File: src/design/bd_defs.vh
/*
 Shared constants of the capacity bar display: register map, field
 positions, reset values, charge thresholds and timing figures.
 Assumes it is included once per file by its bare name.
*/
`ifndef BD_DEFS_VH
`define BD_DEFS_VH

// ------------------------------------------------------------
// Register byte addresses
// ------------------------------------------------------------
`define BD_ADR_CHARGE      8'h00
`define BD_ADR_CAPACITY    8'h04
`define BD_ADR_FLAGS       8'h08
`define BD_ADR_STATUS      8'h0C
`define BD_ADR_FULLREF     8'h10
`define BD_ADR_SELREF      8'h14
`define BD_ADR_PACKCFG     8'h28

// ------------------------------------------------------------
// Field positions
// ------------------------------------------------------------
`define BD_CFG_ABS_BIT     0
`define BD_CFG_SEG_LO      1
`define BD_CFG_SEG_HI      2
`define BD_FLG_EOD_BIT     0
`define BD_ST_ACTIVE_BIT   0
`define BD_ST_LOWCAP_BIT   1
`define BD_ST_PHASE_BIT    2
`define BD_ST_EOD_BIT      3
`define BD_ST_LED_LO       4
`define BD_ST_LED_HI       8

// ------------------------------------------------------------
// Segment count codes
// ------------------------------------------------------------
`define BD_SEG_THREE       2'h0
`define BD_SEG_FOUR        2'h1
`define BD_SEG_FIVE        2'h2

// ------------------------------------------------------------
// Reset values
// ------------------------------------------------------------
`define BD_RST_PACKCFG     32'h00000004
`define BD_RST_WORD        32'h00000000

// ------------------------------------------------------------
// Charge thresholds in percent
// ------------------------------------------------------------
`define BD_P5_1            8'h14
`define BD_P5_2            8'h28
`define BD_P5_3            8'h3C
`define BD_P5_4            8'h50
`define BD_P4_1            8'h19
`define BD_P4_2            8'h32
`define BD_P4_3            8'h4B
`define BD_P3_1            8'h22
`define BD_P3_2            8'h43

// ------------------------------------------------------------
// Timing
// ------------------------------------------------------------
`define BD_CLK_KHZ         100000
`define BD_DISPLAY_REQUEST_INPUT_TIME_MS    4000
`define BD_BLINK_TIME_MS   500

`endif

File: src/design/bd_pin_sync.v
/*
 Three-stage synchroniser for one pin. The output moves only once the
 second and third stages agree, which also rejects one-cycle glitches.
 Assumes the pin is asynchronous to clk and idles high.
*/
`default_nettype none

module bd_pin_sync (
   // Clock and reset
   input  wire clk,
   input  wire rst_n,
   // Pin and its clean level
   input  wire pinIn,
   output reg  levelOut
);

   reg stage1_ff;
   reg stage2_ff;
   reg stage3_ff;

   always @(posedge clk or negedge rst_n) begin
      if (!rst_n) begin
         stage1_ff <= 1'b1;
         stage2_ff <= 1'b1;
         stage3_ff <= 1'b1;
         levelOut  <= 1'b1;
      end else begin
         stage1_ff <= pinIn;
         stage2_ff <= stage1_ff;
         stage3_ff <= stage2_ff;
         if (stage2_ff == stage3_ff) begin
            levelOut <= stage3_ff;
         end
      end
   end

endmodule // bd_pin_sync

`default_nettype wire

File: src/design/bd_bar_display.v
/*
 Capacity bar display: drives three, four or five LED segments from the
 state of charge, started by a push on an active-low request pin.
 Assumes a classic Wishbone master and a gauge core that writes charge
 figures and the end-of-discharge flag into the registers.
*/
`default_nettype none
`include "bd_defs.vh"

module bd_bar_display #(
   parameter DISPLAY_REQUEST_INPUT_CYCLES  = `BD_DISPLAY_REQUEST_INPUT_TIME_MS * `BD_CLK_KHZ,
   parameter BLINK_CYCLES = `BD_BLINK_TIME_MS * `BD_CLK_KHZ,
   parameter TMR_W        = 29,
   parameter SEG_MAX      = 5
) (
   // Clock and reset
   input  wire                clk,
   input  wire                rst_n,
   // Wishbone slave
   input  wire                wb_cyc_i,
   input  wire                wb_stb_i,
   input  wire                wb_we_i,
   input  wire [7:0]          wb_adr_i,
   input  wire [3:0]          wb_sel_i,
   input  wire [31:0]         wb_dat_i,
   output reg  [31:0]         wb_dat_o,
   output reg                 wb_ack_o,
   // Pushbutton, active low
   input  wire                displayRequest_n,
   // LED segments, high lights a segment
   output reg  [SEG_MAX-1:0]  ledSeg
);

   // Computed at 32 bits, then cut on purpose to the timer width
   localparam [31:0]      DISPLAY_REQUEST_INPUT_LAST32  = DISPLAY_REQUEST_INPUT_CYCLES - 1;
   localparam [31:0]      BLINK_LAST32 = BLINK_CYCLES - 1;
   localparam [TMR_W-1:0] DISPLAY_REQUEST_INPUT_LAST    = DISPLAY_REQUEST_INPUT_LAST32[TMR_W-1:0];
   localparam [TMR_W-1:0] BLINK_LAST   = BLINK_LAST32[TMR_W-1:0];

   // ------------------------------------------------------------
   // Registers
   // ------------------------------------------------------------
   reg  [31:0]      packCfg_ff;
   reg  [31:0]      charge_ff;
   reg  [31:0]      capacity_ff;
   reg  [31:0]      flags_ff;
   reg  [31:0]      fullRef_ff;
   reg              reqLevel_ff;
   reg              active_ff;
   reg  [TMR_W-1:0] dispTmr_ff;
   reg  [TMR_W-1:0] blinkTmr_ff;
   reg              blinkPhase_ff;

   wire             reqLevel;
   wire             busReq;
   wire             busWr;
   reg  [31:0]      nxt_rdData;
   reg  [SEG_MAX-1:0] nxt_ledSeg;
   reg  [2:0]       litCount;
   reg  [7:0]       percent;
   reg  [15:0]      refCapacity;
   wire             absMode;
   wire [1:0]       segCode;
   wire [15:0]      remCap;
   wire [15:0]      lowThr;
   wire             eodFlag;
   wire             lowCap;
   wire             fallEdge;

   // ------------------------------------------------------------
   // Field views
   // ------------------------------------------------------------
   assign absMode = packCfg_ff[`BD_CFG_ABS_BIT];
   assign segCode = packCfg_ff[`BD_CFG_SEG_HI:`BD_CFG_SEG_LO];
   assign remCap  = capacity_ff[15:0];
   assign lowThr  = capacity_ff[31:16];
   assign eodFlag = flags_ff[`BD_FLG_EOD_BIT];
   assign lowCap  = (remCap < lowThr);

   // ------------------------------------------------------------
   // Byte-lane merge
   // ------------------------------------------------------------
   function [31:0] merge;
      input [31:0] oldVal;
      input [31:0] newVal;
      input [3:0]  sel;
      integer      i;
      begin
         merge = oldVal;
         for (i = 0; i < 4; i = i + 1) begin
            if (sel[i]) begin
               merge[i*8 +: 8] = newVal[i*8 +: 8];
            end
         end
      end
   endfunction

   // ------------------------------------------------------------
   // Wishbone slave
   // ------------------------------------------------------------
   // One wait state: ack rises the cycle after the request, then drops
   assign busReq = wb_cyc_i & wb_stb_i & ~wb_ack_o;
   assign busWr  = busReq & wb_we_i;

   always @(posedge clk or negedge rst_n) begin
      if (!rst_n) begin
         wb_ack_o <= 1'b0;
         wb_dat_o <= `BD_RST_WORD;
      end else begin
         wb_ack_o <= busReq;
         if (busReq) begin
            wb_dat_o <= nxt_rdData;
         end
      end
   end

   always @(posedge clk or negedge rst_n) begin
      if (!rst_n) begin
         packCfg_ff  <= `BD_RST_PACKCFG;
         charge_ff   <= `BD_RST_WORD;
         capacity_ff <= `BD_RST_WORD;
         flags_ff    <= `BD_RST_WORD;
         fullRef_ff  <= `BD_RST_WORD;
      end else if (busWr) begin
         case (wb_adr_i)
            `BD_ADR_PACKCFG: begin
               packCfg_ff <= merge(packCfg_ff, wb_dat_i, wb_sel_i);
            end
            `BD_ADR_CHARGE: begin
               charge_ff <= merge(charge_ff, wb_dat_i, wb_sel_i);
            end
            `BD_ADR_CAPACITY: begin
               capacity_ff <= merge(capacity_ff, wb_dat_i, wb_sel_i);
            end
            `BD_ADR_FLAGS: begin
               flags_ff <= merge(flags_ff, wb_dat_i, wb_sel_i);
            end
            `BD_ADR_FULLREF: begin
               fullRef_ff <= merge(fullRef_ff, wb_dat_i, wb_sel_i);
            end
            default: begin
               flags_ff <= flags_ff;
            end
         endcase
      end
   end

   // Unmapped and read-only writes are acknowledged and dropped
   always @* begin
      nxt_rdData = `BD_RST_WORD;
      case (wb_adr_i)
         `BD_ADR_PACKCFG:  nxt_rdData = packCfg_ff;
         `BD_ADR_CHARGE:   nxt_rdData = charge_ff;
         `BD_ADR_CAPACITY: nxt_rdData = capacity_ff;
         `BD_ADR_FLAGS:    nxt_rdData = flags_ff;
         `BD_ADR_FULLREF:  nxt_rdData = fullRef_ff;
         `BD_ADR_SELREF:   nxt_rdData = {8'h00, percent, refCapacity};
         `BD_ADR_STATUS: begin
            nxt_rdData[`BD_ST_ACTIVE_BIT] = active_ff;
            nxt_rdData[`BD_ST_LOWCAP_BIT] = lowCap;
            nxt_rdData[`BD_ST_PHASE_BIT]  = blinkPhase_ff;
            nxt_rdData[`BD_ST_EOD_BIT]    = eodFlag;
            nxt_rdData[`BD_ST_LED_LO +: SEG_MAX] = ledSeg;
         end
         default: nxt_rdData = `BD_RST_WORD;
      endcase
   end

   // ------------------------------------------------------------
   // Request pin
   // ------------------------------------------------------------
   bd_pin_sync uReqSync (
      .clk      (clk),
      .rst_n    (rst_n),
      .pinIn    (displayRequest_n),
      .levelOut (reqLevel)
   );

   always @(posedge clk or negedge rst_n) begin
      if (!rst_n) begin
         reqLevel_ff <= 1'b1;
      end else begin
         reqLevel_ff <= reqLevel;
      end
   end

   assign fallEdge = reqLevel_ff & ~reqLevel;

   // ------------------------------------------------------------
   // Display timer
   // ------------------------------------------------------------
   // A fall while the timer runs is simply lost, so the button must
   // be released and pressed again after expiry
   always @(posedge clk or negedge rst_n) begin
      if (!rst_n) begin
         active_ff  <= 1'b0;
         dispTmr_ff <= {TMR_W{1'b0}};
      end else if (!active_ff) begin
         if (fallEdge) begin
            active_ff  <= 1'b1;
            dispTmr_ff <= DISPLAY_REQUEST_INPUT_LAST;
         end
      end else if (dispTmr_ff == {TMR_W{1'b0}}) begin
         active_ff <= 1'b0;
      end else begin
         dispTmr_ff <= dispTmr_ff - 1'b1;
      end
   end

   // ------------------------------------------------------------
   // Blink phase
   // ------------------------------------------------------------
   // Free running so every blink period is equal, even mid-display
   always @(posedge clk or negedge rst_n) begin
      if (!rst_n) begin
         blinkTmr_ff   <= {TMR_W{1'b0}};
         blinkPhase_ff <= 1'b1;
      end else if (blinkTmr_ff == {TMR_W{1'b0}}) begin
         blinkTmr_ff   <= BLINK_LAST;
         blinkPhase_ff <= ~blinkPhase_ff;
      end else begin
         blinkTmr_ff <= blinkTmr_ff - 1'b1;
      end
   end

   // ------------------------------------------------------------
   // Reference and charge selection
   // ------------------------------------------------------------
   always @* begin
      if (absMode) begin
         percent     = charge_ff[15:8];
         refCapacity = fullRef_ff[31:16];
      end else begin
         percent     = charge_ff[7:0];
         refCapacity = fullRef_ff[15:0];
      end
   end

   // ------------------------------------------------------------
   // Segment count
   // ------------------------------------------------------------
   always @* begin
      litCount = 3'h1;
      case (segCode)
         `BD_SEG_THREE: begin
            if (percent >= `BD_P3_2)      litCount = 3'h3;
            else if (percent >= `BD_P3_1) litCount = 3'h2;
         end
         `BD_SEG_FOUR: begin
            if (percent >= `BD_P4_3)      litCount = 3'h4;
            else if (percent >= `BD_P4_2) litCount = 3'h3;
            else if (percent >= `BD_P4_1) litCount = 3'h2;
         end
         default: begin
            if (percent >= `BD_P5_4)      litCount = 3'h5;
            else if (percent >= `BD_P5_3) litCount = 3'h4;
            else if (percent >= `BD_P5_2) litCount = 3'h3;
            else if (percent >= `BD_P5_1) litCount = 3'h2;
         end
      endcase
   end

   // ------------------------------------------------------------
   // Segment drive
   // ------------------------------------------------------------
   genvar g;
   generate
      for (g = 0; g < SEG_MAX; g = g + 1) begin : gSeg
         always @* begin
            nxt_ledSeg[g] = active_ff & ~eodFlag
                            & (litCount > g)
                            & (~lowCap | blinkPhase_ff);
         end
      end
   endgenerate

   always @(posedge clk or negedge rst_n) begin
      if (!rst_n) begin
         ledSeg <= {SEG_MAX{1'b0}};
      end else begin
         ledSeg <= nxt_ledSeg;
      end
   end

endmodule // bd_bar_display

`default_nettype wire

File: config.mk
export PLATFORM = sky130hd
export DESIGN_NAME = bd_bar_display
export DESIGN_NICKNAME = d
export VERILOG_FILES = /design/src/design/bd_pin_sync.v /design/src/design/bd_bar_display.v
export VERILOG_INCLUDE_DIRS = /design/src /design/src/design
export SDC_FILE = /design/constraint.sdc
export NUM_CORES = 1
export LEC_CHECK = 0
export ABC_AREA = 1
export BUFFER_PORTS_ARGS = -buffer_cell sky130_fd_sc_hd__buf_2
export CAP_MARGIN = 20
export CORE_MARGIN = 2
export CORE_UTILIZATION = 60
export CTS_CLUSTER_DIAMETER = 30
export CTS_CLUSTER_SIZE = 30
export DETAILED_ROUTE_END_ITERATION = 8
export MAX_ROUTING_LAYER = met4
export PLACE_DENSITY = 0.87
export SLEW_MARGIN = 20
export SYNTH_ARGS = -nofsm -noshare
export SYNTH_HDL_FRONTEND = slang
export SYNTH_SLANG_ARGS = --single-unit
File: constraint.sdc
create_clock -name clk -period 4.7 [get_ports clk]
set_clock_uncertainty 0.2 [all_clocks]
set_input_delay 0.235 -clock clk [delete_from_list [all_inputs] [get_ports clk]]
set_output_delay 0.235 -clock clk [all_outputs]
set_load 0.05 [all_outputs]
==> metrics.md <==
| Metric | Value |
|---|---|
| Slew margin rel. | 0.388 |
| Crit path depth | 10 |
| Synth area leaders | dfrtp_1, nand2_1, o21ai_0 |
| Post-synth top area share | 0.489 |
| DIE AREA | 23000 um2 |
| CP cell instances | dlygate4sd3_1 -> buf_2 -> nand2_1 -> dlygate4sd3_1 -> nor2_4 -> nand2_2 -> nor2_4 -> nand2_1 -> nand2_1 -> o21ai_0 |
| Final #Nets | ~1800 |
| Fmax | approximately 330 MHz |
| Initial Util | 0.606 |
| Distinct cell type count after synthesis | 54 |
| CP Buf/Inv Count | 3 |
| Hold path depth | 5 |
| Clock root buffer | clkbuf_16 |
| Layout cells sized above 1 | 0.156 |
| Antenna-violating nets left | 0 |
| Finished Cell Area | 15900 um2 |
| Initial antenna violation count | 0 |
| Cell Rows | 54 |
| Detailed Routing Iterations Pass 1 | 6 |
| Global route overflow | 0 |
| Routed WL | about 38000 um |
| Status | finished, final reports clean |
| Worst setup SP type | input pin |
| Most common cell after layout, fill and taps aside | nand2_1 |
| Setup CP Type | in2reg |
| Area leader, netlist | dfrtp_1 |
| Syn nets | about 1700 |
| Worst VDD drop | approximately 350 uV |
| Synthesized area | around 13000 um2 |
| Hpwl dp | between 20000 and 25000 um |
| DR vias | between 10000 and 15000 |
| Tcrit/Tclk final | 0.652 |
| Max-slew violation count | 0 |
| Worst-Margin Slew | roughly 0.92 ns |
| GRT Total Usage | 0.338 |
| Pwr/cell area | roughly 440 nW/um2 |
| CTS H-tree lvls | 2 |
| I/O pin count | just under 90 |
| Vias in the first global route | approximately 12000 |
| Syn Area/Cell | between 8 and 9 um2 |
| EDFF count, synth | 0 |
| Vias/cell | roughly 5.9 |
| Area grow syn2layout | 21.3% |
| Finish-stage setup viols | 0 |
| Crit path DAT | between 3 and 4 ns |
| Clock buffer depth | 3 |
| RSZ-0062 raised after global routing | no |
| Multi-input logic area | between 5000 and 6000 um2 |
| Period minus WS final | a little over 3 ns |
| Worst-path fanout max | 19 |
| Crit end category | register |
| Post-CTS Setup Bufs | 0 |
| CTS tree | yes |
| Register area share after synthesis | 0.503 |
| Critical-path top delay cell | dlygate4sd3_1 |
| # fillers | approximately 1500 |
| Synthesized flop and latch total | 263 |
| Synth warn | 0 |
| Leakage | roughly 0.0075 uW |
| Register Area | ~6600 um2 |
| Mapped Cells | 1596 |
| Most used cell, CP | nand2_1 |
| Drt drc | 0 |
| Dominant register cell in the synthesized netlist | dfrtp_1 |
| Initial DRC Count | 1250 |
| Port buffer count | 87 |
| Delay-heaviest family, CP | simple AND/OR/NAND/NOR gates |
| Post-synth ARST share | 1.00 |
| Total core area | between 20000 and 25000 um2 |
| Cells on worst reg2reg path | 6 |
| HP Class | in2reg |
| Fin. Hold Viols | 0 |
| Die Span Y | between 150 and 200 um |
| Slowest stage delay, CP | 0.58 ns |
| Setup TNS | 0 ns |
| First-pass GRT wire length | around 60000 um |
| Worst-Skew Late Latency | approximately 0.55 ns |
| Routability-driven placement congestion ratio | roughly 0.94 |
| Die width | 152 um |
| Most frequent cells in the layout | nand2_1, dfrtp_1, o21ai_0 |
| Largest net degree at the start of global routing | 104 |
| Placed Area | approximately 14000 um2 |
| Antenna diode count | 0 |
| Worst path required time | 4.88 ns |
| Clock net sink count | 263 |
| Max cap viols | 0 |
| Worst-path clk slew | ~0.050 ns |
| Total CTS buffers | 52 |
| Drt wl/cell | 18.4 um |
==> power by group <==
| group | switching [uW] | internal (uW) | total, uW |
|---|---|---|---|
| clock | 1350 | 2570 | 3920 |
| sequential | 112 | 2390 | 2500 |
| combinational | 438 | 182 | 620 |
| total | 1900 | 5140 | 7040 |
==> path summary, 6_finish.rpt <==
kind / slack, ns / from / end
max in group asynchronous: 3.17 / rst_n / packCfg_ff[19]
hold / removal: 0.01 / wb_sel_i[2] / capacity_ff[18]
setup reg to reg: 1.93 / active_ff / dispTmr_ff[9]
min in group asynchronous: 0.08 / rst_n / blinkTmr_ff[12]
hold reg to reg: 0.16 / uReqSync.stage1_ff / uReqSync.stage2_ff
setup / recovery: 1.64 / wb_stb_i / packCfg_ff[12]
==> per-layer routing <==
| metal | vias to the layer above | GRT usage | part of all wire |
|---|---|---|---|
| met2 | 642 | 0.510 | 0.46 |
| li1 | 5515 | - | - |
| met1 | 5812 | 0.471 | 0.42 |
| met4 | 0 | 0.0895 | 0.021 |
| met3 | 83 | 0.0702 | 0.10 |
| met5 | - | - | 0 |
==> what timing repair did <==
action | 4_1_cts | 5_1_grt
resized for setup | 0 | 0
hold buffers | 36 | 0
endpoints found under the hold margin | 274 | 0
==> synthesized netlist by cell type, types with 5 or more instances <==
cell and number:
nand2_1 471, dfrtp_1 256, o21ai_0 215, inv_1 144, nor2_1 121, nand3_1 64
a21oi_1 31, clkbuf_1 23, o21ai_1 20, xor2_1 20, buf_2 19, ha_1 17
nand4_1 16, nor2_2 11, nor3_1 11, inv_2 10, nand2_4 9, nor2_4 9
a211oi_1 8, buf_6 8, nand2_2 8, o211ai_1 8, o22ai_1 8, a221oi_1 7
a41oi_1 7, dfstp_2 7, a21oi_2 6, nand3_2 6, o21ai_2 6, o2bb2ai_1 5
==> sequential cells by signal, summed over array words and instances, names as in the netlist <==
| name | flops |
|---|---|
| charge_ff | 32 |
| wb_dat_o | 32 |
| packCfg_ff | 32 |
| uReqSync.stage2_ff | 1 |
| fullRef_ff | 32 |
| uReqSync.stage3_ff | 1 |
| reqLevel_ff | 1 |
| flags_ff | 32 |
| active_ff | 1 |
| wb_ack_o | 1 |
| uReqSync.levelOut | 1 |
| capacity_ff | 32 |
| blinkTmr_ff | 29 |
| dispTmr_ff | 29 |
| uReqSync.stage1_ff | 1 |
| blinkPhase_ff | 1 |
| ledSeg | 5 |
==> tightest hold or removal path, cell delays in order <==
cell,delay [ns]
buf_2,0.10
inv_1,0.08
nor2_4,0.06
nand2_4,0.16
o21ai_1,0.07
==> final cells by class <==
cell class                      instances  share of cell area
Clock inverter                         37              0.0293
Multi-Input combinational cell       1124               0.354
Timing Repair Buffer                  131              0.0552
Inverter                              155              0.0367
Clock buffer                           60              0.0882
Tap cell                              280              0.0220
Sequential cell                       263               0.414
==> cells by family after synthesis <==
| group | count (synthesis) | share of synthesized area |
|---|---|---|
| xor+xnor | 23 | 0.0154 |
| buf+inv | 209 | 0.0678 |
| fa+ha+maj | 18 | 0.0170 |
| flops | 263 | 0.503 |
| compound gates | 336 | 0.144 |
| simple gates | 747 | 0.253 |
==> metrics by stage <==
| step | util | cells | worst slack [ns] | total power, uW | hold WS, ns |
|---|---|---|---|---|---|
| global route | 0.736 | 2050 | 1.48 | 7260 | 0.0451 |
| floorplan | - | 1596 | 2.75 | 2910 | -0.261 |
| detailed placement | 0.632 | 1917 | 2.07 | 3110 | 0.110 |
| CTS | 0.736 | 2050 | 1.79 | 7030 | 0.0141 |
| finish | 0.736 | 2050 | 1.64 | 7040 | 0.0148 |
| global placement | 0.632 | 1917 | 2.16 | 3080 | 0.101 |
Note: power is estimated with default switching activity, not from simulation.
